===== config.mk =====
export PLATFORM = sky130hd
export DESIGN_NAME = riqm_monitor
export DESIGN_NICKNAME = d
export VERILOG_FILES = /design/src/include/riqm_pkg.sv /design/src/core/riqm_monitor.sv
export SDC_FILE = /design/constraint.sdc
export NUM_CORES = 2
export LEC_CHECK = 0
export BUFFER_PORTS_ARGS = -buffer_cell sky130_fd_sc_hd__buf_2
export CORE_MARGIN = 1
export CORE_UTILIZATION = 65
export DETAILED_ROUTE_END_ITERATION = 8
export MAX_ROUTING_LAYER = met4
export PLACE_DENSITY = 0.83
export REMOVE_ABC_BUFFERS = 1
export SETUP_SLACK_MARGIN = 0.3
export SKIP_LAST_GASP = 1
export SLEW_MARGIN = 15
export SYNTH_ARGS = -nofsm -noshare
export SYNTH_HDL_FRONTEND = slang
export SYNTH_SLANG_ARGS = --single-unit

===== constraint.sdc =====
create_clock -name core_clk_in -period 6.45 [get_ports core_clk_in]
set_input_delay 0.645 -clock core_clk_in [delete_from_list [all_inputs] [get_ports core_clk_in]]
set_output_delay 0.645 -clock core_clk_in [all_outputs]
set_load 0.01 [all_outputs]

===== src/include/riqm_pkg.sv =====
// constants and helpers shared by the reference input quality monitor
package riqm_pkg;
	// ************
	// dimensions and timing
	// ************
	localparam int NUM_CH     = 14;         // reference inputs, codes 0001..1110
	localparam int AMI_CH     = 2;          // first two inputs are AMI composite clocks
	localparam int DIFF_A     = 4;          // fifth input, differential
	localparam int DIFF_B     = 5;          // sixth input, differential
	localparam int CW         = 17;         // monitor counter width
	localparam int LBW        = 5;          // leaky accumulator width
	localparam int CLK_HZ     = 40_000_000;
	localparam int ASSESS_MS  = 128;        // irregularity assessment period
	localparam int LOS_MS     = 1;          // no-activity time to loss of signal
	localparam int GATE_MS    = 1;          // frequency count gate
	localparam int ASSESS_CYC = CLK_HZ / 1000 * ASSESS_MS;
	localparam int LOS_CYC    = CLK_HZ / 1000 * LOS_MS;
	localparam int GATE_CYC   = CLK_HZ / 1000 * GATE_MS;
	localparam int FAST_MISS  = 2;          // missing cycles before the fast flag
	localparam logic [3:0] CH_FIRST  = 4'h1;
	localparam logic [3:0] CH_LAST   = 4'hE;
	localparam logic [3:0] PRIO_BASE = 4'h2; // priority of the first input
	localparam logic [3:0] PRIO_SLV  = 4'h1; // eleventh input in slave mode
	localparam int SLV_CH     = 10;         // eleventh input
	localparam logic [1:0] DSTD_RST  = 2'h1; // bit0 fifth, bit1 sixth; 1 = LVDS

	// spot frequencies
	typedef enum logic [3:0] {
		F_2K, F_4K, F_8K, F_NX8K, F_64K_CC, F_1M544, F_2M048, F_6M48,
		F_19M44, F_25M92, F_38M88, F_51M84, F_77M76, F_155M52
	} riqm_freq_e;

	// expected edges per gate, zero when no check applies
	function automatic logic [CW-1:0] riqm_nominal(input riqm_freq_e f);
		unique case (f)
			F_2K:     return 17'h00002;
			F_4K:     return 17'h00004;
			F_8K:     return 17'h00008;
			F_64K_CC: return 17'h00040;
			F_1M544:  return 17'h00608;
			F_2M048:  return 17'h00800;
			F_6M48:   return 17'h01950;
			F_19M44:  return 17'h04BF0;
			default:  return 17'h00000;
		endcase
	endfunction : riqm_nominal

	// power-up priority of an input
	function automatic logic [3:0] riqm_def_prio(input int c, input logic master);
		if (c == SLV_CH && !master) return PRIO_SLV;
		return PRIO_BASE + c[3:0];
	endfunction : riqm_def_prio

	// power-up frequency of an input
	function automatic riqm_freq_e riqm_def_freq(input int c, input logic son,
		input logic master);
		if (c < AMI_CH) return F_64K_CC;
		if (c < 4) return F_8K;
		if (c < SLV_CH) return F_19M44;
		if (c == SLV_CH && !master) return F_6M48;
		return son ? F_1M544 : F_2M048;
	endfunction : riqm_def_freq

	// spot frequencies each port technology accepts
	function automatic logic riqm_valid(input int c, input riqm_freq_e f);
		if (c < AMI_CH) return f == F_64K_CC;
		if (f == F_64K_CC) return 1'b0;
		if (f == F_155M52) return c == DIFF_A || c == DIFF_B;
		return 1'b1;
	endfunction : riqm_valid
endpackage : riqm_pkg


===== src/core/riqm_monitor.sv =====
// reference input quality monitor: activity, frequency, leaky accumulator, fast loss
`timescale 1ns/1ps
module riqm_monitor import riqm_pkg::*; #(
	parameter int ASSESS_CYCLES = ASSESS_CYC,
	parameter int LOS_CYCLES    = LOS_CYC,
	parameter int GATE_CYCLES   = GATE_CYC
) (
	input  wire logic                 core_clk_in,
	input  wire logic                 nrst_in,
	input  wire logic [NUM_CH-1:2]    ref_in,
	input  wire logic [AMI_CH-1:0]    ami_pos_in,
	input  wire logic [AMI_CH-1:0]    ami_neg_in,
	input  wire logic                 master_slave_pin_in,
	input  wire logic                 network_type_pin_in,
	input  wire logic                 net_type_wr_in,
	input  wire logic                 net_type_in,
	input  wire logic                 diff_std_wr_in,
	input  wire logic [1:0]           diff_std_in,
	input  wire logic                 prio_wr_in,
	input  wire logic                 freq_wr_in,
	input  wire logic [3:0]           wr_ch_in,
	input  wire logic [3:0]           wr_prio_in,
	input  wire logic [3:0]           wr_freq_in,
	input  wire logic [LBW-1:0]       lb_size_in,
	input  wire logic [LBW-1:0]       lb_upper_in,
	input  wire logic [LBW-1:0]       lb_lower_in,
	input  wire logic [1:0]           lb_decay_in,
	input  wire logic [CW-1:0]        freq_tol_in,
	input  wire logic [3:0]           sel_ch_in,
	input  wire logic                 fb_edge_in,
	input  wire logic                 phase_lost_in,
	input  wire logic                 phase_lost_en_in,
	input  wire logic                 main_fail_clr_in,
	output logic                      network_type_select_out,
	output logic [1:0]                diff_std_out,
	output logic [NUM_CH*4-1:0]       prio_out,
	output logic [NUM_CH*4-1:0]       freq_out,
	output logic [NUM_CH-1:0]         activity_lost_out,
	output logic [NUM_CH-1:0]         out_of_band_out,
	output logic [NUM_CH-1:0]         lb_alarm_out,
	output logic [NUM_CH-1:0]         unavailable_out,
	output logic                      main_ref_failed_out,
	output logic                      holdover_out,
	output logic [CW:0]               phase_err_out
);
	// ************
	// configuration state
	// ************
	logic [1:0]  init_r, init_nxt;
	logic        ms_s1_r, ms_s2_r, nt_s1_r, nt_s2_r;
	logic        net_r, net_nxt;
	logic [1:0]  dstd_r, dstd_nxt;
	logic [3:0]  prio_r [NUM_CH];
	logic [3:0]  prio_nxt [NUM_CH];
	riqm_freq_e  freq_r [NUM_CH];
	riqm_freq_e  freq_nxt [NUM_CH];

	// strap defaults, software writes, mode-driven rate updates
	always_comb begin
		logic [3:0] wi;
		wi = wr_ch_in - CH_FIRST;
		init_nxt = (init_r == 2'h3) ? init_r : init_r + 2'h1;
		net_nxt = net_r;
		dstd_nxt = dstd_r;
		prio_nxt = prio_r;
		freq_nxt = freq_r;
		if (init_r == 2'h2) begin
			net_nxt = nt_s2_r;
			for (int c = 0; c < NUM_CH; c++) begin
				prio_nxt[c] = riqm_def_prio(c, ms_s2_r);
				freq_nxt[c] = riqm_def_freq(c, nt_s2_r, ms_s2_r);
			end
		end else if (init_r == 2'h3) begin
			if (net_type_wr_in) begin
				net_nxt = net_type_in;
				for (int c = 0; c < NUM_CH; c++) begin
					if (freq_r[c] == F_1M544 || freq_r[c] == F_2M048)
						freq_nxt[c] = net_type_in ? F_1M544 : F_2M048;
				end
			end
			if (diff_std_wr_in)
				dstd_nxt = diff_std_in;
			if (wr_ch_in >= CH_FIRST && wr_ch_in <= CH_LAST) begin
				if (prio_wr_in)
					prio_nxt[wi] = wr_prio_in;
				if (freq_wr_in && wr_freq_in <= F_155M52
					&& riqm_valid(int'(wi), riqm_freq_e'(wr_freq_in)))
					freq_nxt[wi] = riqm_freq_e'(wr_freq_in);
			end
		end
	end

	// configuration registers; straps caught after reset release
	always_ff @(posedge core_clk_in or negedge nrst_in) begin
		if (!nrst_in) begin
			init_r <= 2'h0;
			{ms_s1_r, ms_s2_r, nt_s1_r, nt_s2_r} <= 4'h0;
			net_r <= 1'b0;
			dstd_r <= DSTD_RST;
			for (int c = 0; c < NUM_CH; c++) begin
				prio_r[c] <= riqm_def_prio(c, 1'b1);
				freq_r[c] <= riqm_def_freq(c, 1'b0, 1'b1);
			end
		end else begin
			init_r <= init_nxt;
			{ms_s1_r, ms_s2_r} <= {master_slave_pin_in, ms_s1_r};
			{nt_s1_r, nt_s2_r} <= {network_type_pin_in, nt_s1_r};
			net_r <= net_nxt;
			dstd_r <= dstd_nxt;
			prio_r <= prio_nxt;
			freq_r <= freq_nxt;
		end
	end

	// ************
	// period ticks
	// ************
	logic [22:0] as_cnt_r, as_cnt_nxt;
	logic [15:0] gt_cnt_r, gt_cnt_nxt;
	logic [2:0]  lk_cnt_r, lk_cnt_nxt;
	logic        as_tick, gt_tick, lk_tick;

	// assessment, gate and leak dividers
	always_comb begin
		as_tick = as_cnt_r == 23'(ASSESS_CYCLES - 1);
		gt_tick = gt_cnt_r == 16'(GATE_CYCLES - 1);
		lk_tick = as_tick && ((lk_cnt_r & ((3'h1 << lb_decay_in) - 3'h1)) == 3'h0);
		as_cnt_nxt = as_tick ? 23'h0 : as_cnt_r + 23'h1;
		gt_cnt_nxt = gt_tick ? 16'h0 : gt_cnt_r + 16'h1;
		lk_cnt_nxt = as_tick ? lk_cnt_r + 3'h1 : lk_cnt_r;
	end

	// divider registers
	always_ff @(posedge core_clk_in or negedge nrst_in) begin
		if (!nrst_in) begin
			as_cnt_r <= 23'h0;
			gt_cnt_r <= 16'h0;
			lk_cnt_r <= 3'h0;
		end else begin
			as_cnt_r <= as_cnt_nxt;
			gt_cnt_r <= gt_cnt_nxt;
			lk_cnt_r <= lk_cnt_nxt;
		end
	end

	// ************
	// per-input monitors
	// ************
	logic          edge_w [NUM_CH];
	logic [CW-1:0] gap_w [NUM_CH];
	logic [CW-1:0] per_w [NUM_CH];

	for (genvar i = 0; i < NUM_CH; i++) begin : g_ch
		logic          p1_r, p2_r, p3_r, n1_r, n2_r, n3_r;
		logic          ed, err, lp_r, lp_nxt, loss;
		logic [2:0]    k_r, k_nxt;
		logic [CW-1:0] gap_r, gap_nxt, per_r, per_nxt, cnt_r, cnt_nxt, nom, dif;
		logic          irr_r, irr_nxt, oob_r, oob_nxt, alm_r, alm_nxt;
		logic [LBW-1:0] acc_r, acc_nxt;
		logic          pp, np, viol;

		// edge detect after the two-flop synchroniser; AMI pulses on either rail
		always_comb begin
			pp = p2_r & ~p3_r;
			np = n2_r & ~n3_r;
			ed = (i < AMI_CH) ? (pp | np) : pp;
			viol = (pp & lp_r) | (np & ~lp_r); // same polarity twice
			err = 1'b0;
			lp_nxt = lp_r;
			k_nxt = k_r;
			if (i < AMI_CH && (pp | np)) begin
				lp_nxt = pp;
				err = viol ? (k_r != 3'h7) : (k_r == 3'h7);
				k_nxt = viol ? 3'h0 : k_r + 3'h1;
			end
		end

		// activity, frequency and accumulator next values
		always_comb begin
			loss = gap_r >= CW'(LOS_CYCLES);
			gap_nxt = ed ? '0 : (&gap_r ? gap_r : gap_r + 17'h1);
			per_nxt = ed ? gap_r + 17'h1 : per_r;
			cnt_nxt = gt_tick ? {16'h0, ed} : cnt_r + {16'h0, ed};
			nom = riqm_nominal(freq_r[i]);
			dif = (cnt_r > nom) ? cnt_r - nom : nom - cnt_r;
			oob_nxt = oob_r;
			if (gt_tick && !irr_r && !loss)
				oob_nxt = (nom != '0) && (dif > freq_tol_in);
			irr_nxt = as_tick ? (loss | err) : (irr_r | loss | err);
			acc_nxt = acc_r;
			if (as_tick && irr_r)
				acc_nxt = (acc_r < lb_size_in) ? acc_r + 5'h1 : lb_size_in;
			else if (lk_tick && acc_r != '0)
				acc_nxt = acc_r - 5'h1;
			alm_nxt = alm_r;
			if (acc_r >= lb_upper_in)
				alm_nxt = 1'b1;
			else if (acc_r <= lb_lower_in)
				alm_nxt = 1'b0;
		end

		// channel registers
		always_ff @(posedge core_clk_in or negedge nrst_in) begin
			if (!nrst_in) begin
				{p1_r, p2_r, p3_r, n1_r, n2_r, n3_r} <= 6'h0;
				lp_r <= 1'b0;
				k_r <= 3'h0;
				gap_r <= '1;
				per_r <= '0;
				cnt_r <= '0;
				irr_r <= 1'b0;
				oob_r <= 1'b0;
				acc_r <= '0;
				alm_r <= 1'b0;
			end else begin
				p1_r <= (i < AMI_CH) ? ami_pos_in[i % AMI_CH] : ref_in[i < 2 ? 2 : i];
				n1_r <= ami_neg_in[i % AMI_CH];
				{p2_r, p3_r, n2_r, n3_r} <= {p1_r, p2_r, n1_r, n2_r};
				lp_r <= lp_nxt;
				k_r <= k_nxt;
				gap_r <= gap_nxt;
				per_r <= per_nxt;
				cnt_r <= cnt_nxt;
				irr_r <= irr_nxt;
				oob_r <= oob_nxt;
				acc_r <= acc_nxt;
				alm_r <= alm_nxt;
			end
		end

		assign edge_w[i] = ed;
		assign gap_w[i] = gap_r;
		assign per_w[i] = per_r;
		assign activity_lost_out[i] = loss;
		assign out_of_band_out[i] = oob_r;
		assign lb_alarm_out[i] = alm_r;
		assign unavailable_out[i] = loss | oob_r | alm_r;
		assign prio_out[i*4 +: 4] = prio_r[i];
		assign freq_out[i*4 +: 4] = freq_r[i];
	end

	// ************
	// selected reference: fast loss and phase
	// ************
	logic [3:0]    si;
	logic          sel_ok, miss, fail_r, fail_nxt;
	logic [CW-1:0] ph_r, ph_nxt, sper;
	logic [CW:0]   perr_r, perr_nxt;

	// only the selected input may drive holdover and phase
	always_comb begin
		si = sel_ch_in - CH_FIRST;
		sel_ok = sel_ch_in >= CH_FIRST && sel_ch_in <= CH_LAST;
		sper = sel_ok ? per_w[si] : '0;
		miss = sel_ok && sper != '0
			&& {1'b0, gap_w[si]} > (CW + 1)'(FAST_MISS) * {1'b0, sper};
		fail_nxt = (fail_r & ~main_fail_clr_in) | miss
			| (phase_lost_in & phase_lost_en_in);
		ph_nxt = fb_edge_in ? '0 : ph_r + 17'h1;
		perr_nxt = perr_r;
		if (sel_ok && edge_w[si])
			perr_nxt = (ph_r > (sper >> 1)) ? {1'b0, ph_r} - {1'b0, sper}
				: {1'b0, ph_r};
		holdover_out = miss | (sel_ok & unavailable_out[si]);
	end

	// fast flag and phase registers
	always_ff @(posedge core_clk_in or negedge nrst_in) begin
		if (!nrst_in) begin
			fail_r <= 1'b0;
			ph_r <= '0;
			perr_r <= '0;
		end else begin
			fail_r <= fail_nxt;
			ph_r <= ph_nxt;
			perr_r <= perr_nxt;
		end
	end

	assign main_ref_failed_out = fail_r;
	assign phase_err_out = perr_r;
	assign network_type_select_out = net_r;
	assign diff_std_out = dstd_r;
endmodule : riqm_monitor


Word level (Yosys, flattened, before mapping). Memories as Yosys holds them, arrays and structs flattened. Cells that the tools add are included.

Reductions and logical operators: 201. Bitwise gates (word level): 99. Add/sub/neg operators: 95. Shifts and indexed selects: 1. Eq/ne operators: 54. Magnitude comparators: 96. Muxes and demuxes: 238.

Operators by type and width (number): $mux 17 (62); $mux 56 (11); $gt 17x17->1 (28); $sub 17x17->17 (28); $add 17x1->17 const B (15); $reduce_bool 17->1 (15); $add 17x1->17 (14); $ge 17x16->1 const B (14); $reduce_and 17->1 (14); $mux 5 (42); $bmux 17 s4 (2); $eq 4x3->1 const B (29); $bwmux 56 (2); $mux 4 (25); $mux 1 (84); $logic_and 1x1->1 (79); $add 5x1->5 const B (14); $ge 5x5->1 (14); $le 5x5->1 (14); $lt 5x5->1 (14); $reduce_bool 5->1 (14); $sub 5x1->5 const B (14); $reduce_bool 2->1 (32); $or 1x1->1 (53); other kinds (39) (151).

Register bits: 1081. Input port bits: 81. Output and inout bits: 191. Logic and storage cells: 989. Memories: 14. ROM bits: 2912.

Memories: (name not given) (depth 16, bits a word 13, rd ports 1, clocked after Yosys merged registers in 0, wr ports 0, line riqm_pkg.sv:35) `unique case (f)`; (name not given) (depth 16, bits a word 13, rd ports 1, clocked after Yosys merged registers in 0, wr ports 0, line riqm_pkg.sv:35); (name not given) (depth 16, bits a word 13, rd ports 1, clocked after Yosys merged registers in 0, wr ports 0, line riqm_pkg.sv:35); (name not given) (depth 16, bits a word 13, rd ports 1, clocked after Yosys merged registers in 0, wr ports 0, line riqm_pkg.sv:35); (name not given) (depth 16, bits a word 13, rd ports 1, clocked after Yosys merged registers in 0, wr ports 0, line riqm_pkg.sv:35); (name not given) (depth 16, bits a word 13, rd ports 1, clocked after Yosys merged registers in 0, wr ports 0, line riqm_pkg.sv:35); 8 more memories.

Logic depth before layout (Yosys ltp).
Depth in word-level cells: 26. Mapped depth: 27. Depth with buffers taken out: 26.

Least setup slack after synthesis. OpenSTA, ideal clock, no wires.

Kind: input to output. Start: in sel_ch_in[0]. End: out holdover_out. Arrival: 5.266 ns. Path buffers: 6. Slack: 0.539 ns. Stages: 25. Required time: 5.805 ns. Cells stage by stage: buf_2 -> inv_1 -> ha_1 -> buf_2 -> buf_1 -> clkbuf_1 -> buf_1 -> buf_1 -> mux4_2 -> nand2_1 -> a21oi_1 -> a31oi_1 -> o21ai_0 -> ha_1 -> a21o_1 -> a21o_1 -> a21o_1 -> a21o_1 -> a21oi_1 -> nor2b_1 -> o21ai_0 -> nand2_1 -> a21oi_1 -> nor4_1 -> o21bai_1.

Cells in the longest elaborated chain, start to end: 10. Elaborated cells between the ends (all ways): 20. Those cells by class: add/sub: 1; order compare: 3; mux: 9; bitwise: 3; reduce/logical: 4.

Ends and longest elaborated chain: from (decl) (line riqm_monitor.sv:29) `input wire logic [3:0] sel_ch_in,`; parallel branches: the longest is 9 deep, another holds $gt 17x18->1; $or 1x1->1 * (line riqm_monitor.sv:264) `holdover_out = miss | (sel_ok & unavailable_out[si]);`; to (decl) (line riqm_monitor.sv:43) `output logic holdover_out,`.

Mark *: on every way between the ends. The select of a mux whose other input is x is not followed.

Worst setup path in the final report.
Start: reg freq_r (netlist bit freq_out[12]). End: reg g_ch[3].oob_r.

Cells in the longest elaborated chain, start to end: 5. Elaborated cells between the ends (all ways): 8. Those cells by class: add/sub: 2; order compare: 2; mux: 1; reduce/logical: 2; memory: 1.

Ends and longest elaborated chain: from (decl) (line riqm_monitor.sv:55) `riqm_freq_e freq_r [NUM_CH];`; from (signal, indexed assignment) (line riqm_monitor.sv:102) `freq_r[c] <= riqm_def_freq(c, 1'b0, 1'b1);`; from (signal assigned) (line riqm_monitor.sv:111) `freq_r <= freq_nxt;`; $mem_v2 16x13 *; $sub 17x17->17 / $gt 17x17->1 (equally long branches) (line riqm_monitor.sv:185) `dif = (cnt_r > nom) ? cnt_r - nom : nom - cnt_r;`; $mux 17 (line riqm_monitor.sv:185); $gt 17x17->1 (line riqm_monitor.sv:188) `oob_nxt = (nom != '0) && (dif > freq_tol_in);`; $logic_and 1x1->1 * (line riqm_monitor.sv:188); to (signal assigned) (line riqm_monitor.sv:225) `oob_r <= oob_nxt;`; to (decl) (line riqm_monitor.sv:158) `logic irr_r, irr_nxt, oob_r, oob_nxt, alm_r, alm_nxt;`.

Every way passes the cells marked *; elsewhere a longest branch is shown, timed or not. A chain may end at the register's enable or synchronous reset.

==> run metrics <==
mapped cell area 0.0890 mm2; dpl cell area a little over 0.09 mm2; hold crit path type in2reg; Synth top cells by count nand2_1 (1095), ha_1 (1034), nor2_1 (907); WL final 284 mm; global-route wire length before repair roughly 440 mm; post-layout instance area 0.0966 mm2; Max Clock Freq 165 MHz; DIE WIDTH 372 um; DR DRC count 0; Crit Path Class reg2reg; pre-CTS setup slack 0.103 ns; NumNets Final 11500; worst relative slew slack 0.159; Rows between 100 and 150; H-tree depth 3; count leader, synth nand2_1; drt pass-1 iters 6; Worst-Skew Late Latency around 0.8 ns; Hold Slack 0.0542 ns; Synth area leaders dfrtp_1 (22%), ha_1 (15%), dfstp_2 (8.5%); vias per inst 6.42; GP Congestion 0.993; Tot GR Track Use 0.414; DRT iter0 DRCs 8148; # clock sinks around 1100; slowest stage cell, crit path a2111oi_1; Final Instance Count excl. Fillers 12300; Reg clk slew, reported paths 0.06 ns; fill count 10300; Placed Cells incl. Taps approximately 12000; average wire per standard cell about 23 um; sequential cell area fraction in the yosys report 0.308; Worst setup EP type flip-flop; synth-to-layout area growth 8.46%; Top FF cell, synth dfrtp_1; CP required 7.11 ns; antenna viol nets, final 0; Num CTS Buffers approximately 120; Power Dens Cells around 420 mW/mm2; CP Max Fanout 11; largest net degree at the start of global routing 187; DP HPWL 207 mm; FF+latch count, synth ~1100; fin worst setup slack 0.381 ns; PortBufs 271; Starting Density 0.656; post-layout min period 6.07 ns; Max Clock Skew ~0.070 ns; maximum VDD drop 0.319 mV; die extent in y 372 um; status completed; cell accounting for the most synthesized area dfrtp_1; Worst Tran Pin Value between 1 and 1.5 ns; CP most frequent cell ha_1; grt total ovfl 0; EDFF count, synth 0; Max clock buf depth 3; crit-path leading delay family compound AO/OA/AOI/OAI gates; CP Buf/Inv Count 3; IO Pins 272; Pleak 45.2 nW; max incr delay on CP 0.44 ns; startpoint class of the critical path flip-flop; max_cap viols 0; crit path DAT 6.73 ns; Syn Area/Cell 8.62 um2; vias in the first global route ~76000; cell chosen for the clock root clkbuf_16; Finish-stage setup viols 0; Synthesis Warnings 0; layout cells sized above 1 0.117; final hold vios 0; Post-Route Setup TNS 0 ns; Die Area 0.138 mm2; crit share post-route 0.941; asr flop ratio synth 1.00; antenna violations before repair 11; Yosys top cell area share 0.223; unrepaired setup endpoints after global routing true; fin. max-slew vios 0; vias around 80000; number of library cell types mapped by synthesis 104; area of the core 0.136 mm2; CTS tree yes; number of cells produced by synthesis 10300
==> what timing repair did <==
item | in CTS | in global routing
cloned | 0 | 1
pin swaps | 2 | 6
hold buffers | 16 | 0
resized for setup | 2 | 37
endpoints found under the setup margin | 2 | 13
endpoints found under the hold margin | 64 | 0
setup buffers | 9 | 26
==> layer usage <==
metal  global-route usage  wire length [um]  vias to the layer above
met4                0.213             16700                        0
met2                0.624            126000                     3547
met1                0.534            116000                    38400
met5                    -                 0                        -
met3               0.0732             25100                      795
li1                     -                 -                    35900
==> worst register-to-register path, delay by kind of cell, from the launching register on <==
family | cells | cell delay (ns)
AOI/OAI and AO/OA | 12 | 2.81
adders and majority gates | 4 | 1.11
muxes | 2 | 0.58
and+or+nand+nor | 3 | 0.46
DFF | 1 | 0.41
buffers and inverters | 3 | 0.39
xor gates and xnor gates | 1 | 0.19
==> per-stage QoR <==
stage	power (mW)	util
after floorplan	26.3	-
after global placement	31.8	0.675
after detailed placement	32.4	0.675
after CTS	40.3	0.709
after global routing	44.0	0.712
final	41.0	0.712
==> where the power goes <==
| group | internal (mW) | total (mW) | switching, mW |
|---|---|---|---|
| combinational | 10.8 | 24.4 | 13.6 |
| clock | 4.43 | 7.63 | 3.19 |
| sequential | 7.74 | 8.93 | 1.18 |
| total | 23.0 | 41.0 | 18.0 |
==> kinds of logic after synthesis <==
| group | synth area share |
|---|---|
| buffers and inverters | 0.0519 |
| AOI/OAI and AO/OA | 0.151 |
| xor gates and xnor gates | 0.0848 |
| and+or+nand+nor | 0.188 |
| muxes | 0.0653 |
| adders and majority gates | 0.152 |
| DFF | 0.308 |
==> registers in the layout (all words and copies together) (netlist names), 3 cells and up <==
name and count:
g_ch.p2_r 14, freq_out 56, phase_err_out 18, as_cnt_r 23
gt_cnt_r 16, g_ch.cnt_r 238, g_ch.alm_r 14, g_ch.irr_r 14
g_ch.oob_r 14, g_ch.p3_r 14, g_ch.p1_r 14, g_ch.acc_r 70
ph_r 17, lk_cnt_r 3, g_ch.k_r 6, prio_out 56
g_ch.per_r 238, g_ch.gap_r 238
==> cell usage in the layout, fill, tap and decap left out, types with 100 or more instances in the layout <==
master / netlist / final
a21o_1: 186 / 186
clkbuf_16: 0 / 119
nor2b_1: 227 / 225
nand4_1: 122 / 122
mux2i_1: 258 / 256
dfstp_2: 288 / 288
buf_4: 47 / 142
nand2_1: 1095 / 1092
o21a_1: 100 / 100
nand2b_1: 122 / 122
o21ai_0: 722 / 716
ha_1: 1034 / 1027
a21oi_1: 636 / 634
xor2_1: 292 / 290
nor3_1: 173 / 172
buf_2: 77 / 269
inv_1: 631 / 625
mux4_2: 106 / 106
nor2_1: 907 / 905
dfrtp_1: 793 / 793
xnor2_1: 570 / 568
nand3_1: 423 / 423
and3_1: 172 / 172
==> worst paths after layout <==
| kind | start | to | depth (start not counted) | slack, ns |
|---|---|---|---|---|
| hold reg to reg | g_ch[9].p1_r | g_ch[9].p2_r | 0 | 0.35 |
| min in group asynchronous | nrst_in | g_ch[0].cnt_r[16] | 2 | 0.51 |
| hold / removal | ami_pos_in[0] | g_ch[0].p1_r | 1 | 0.05 |
| max in group asynchronous | nrst_in | g_ch[10].per_r[11] | 3 | 4.26 |
| setup reg to reg | freq_out[12] | g_ch[3].oob_r | 25 | 0.38 |
| setup / recovery | freq_out[12] | g_ch[3].oob_r | 25 | 0.38 |
==> final cells by class <==
class / instances / area [um2] / area share
Multi-Input combinational cell: 8097 / 57300 / 0.593
Tap cell: 1781 / 2230 / 0.0231
Sequential cell: 1081 / 27400 / 0.284
Timing Repair Buffer: 442 / 2860 / 0.0296
Clock buffer: 144 / 3220 / 0.0334
Clock inverter: 78 / 1150 / 0.0119
Antenna cell: 9 / 22.5 / 0.000233
Inverter: 633 / 2380 / 0.0246
(Power assumes the default switching activity.)
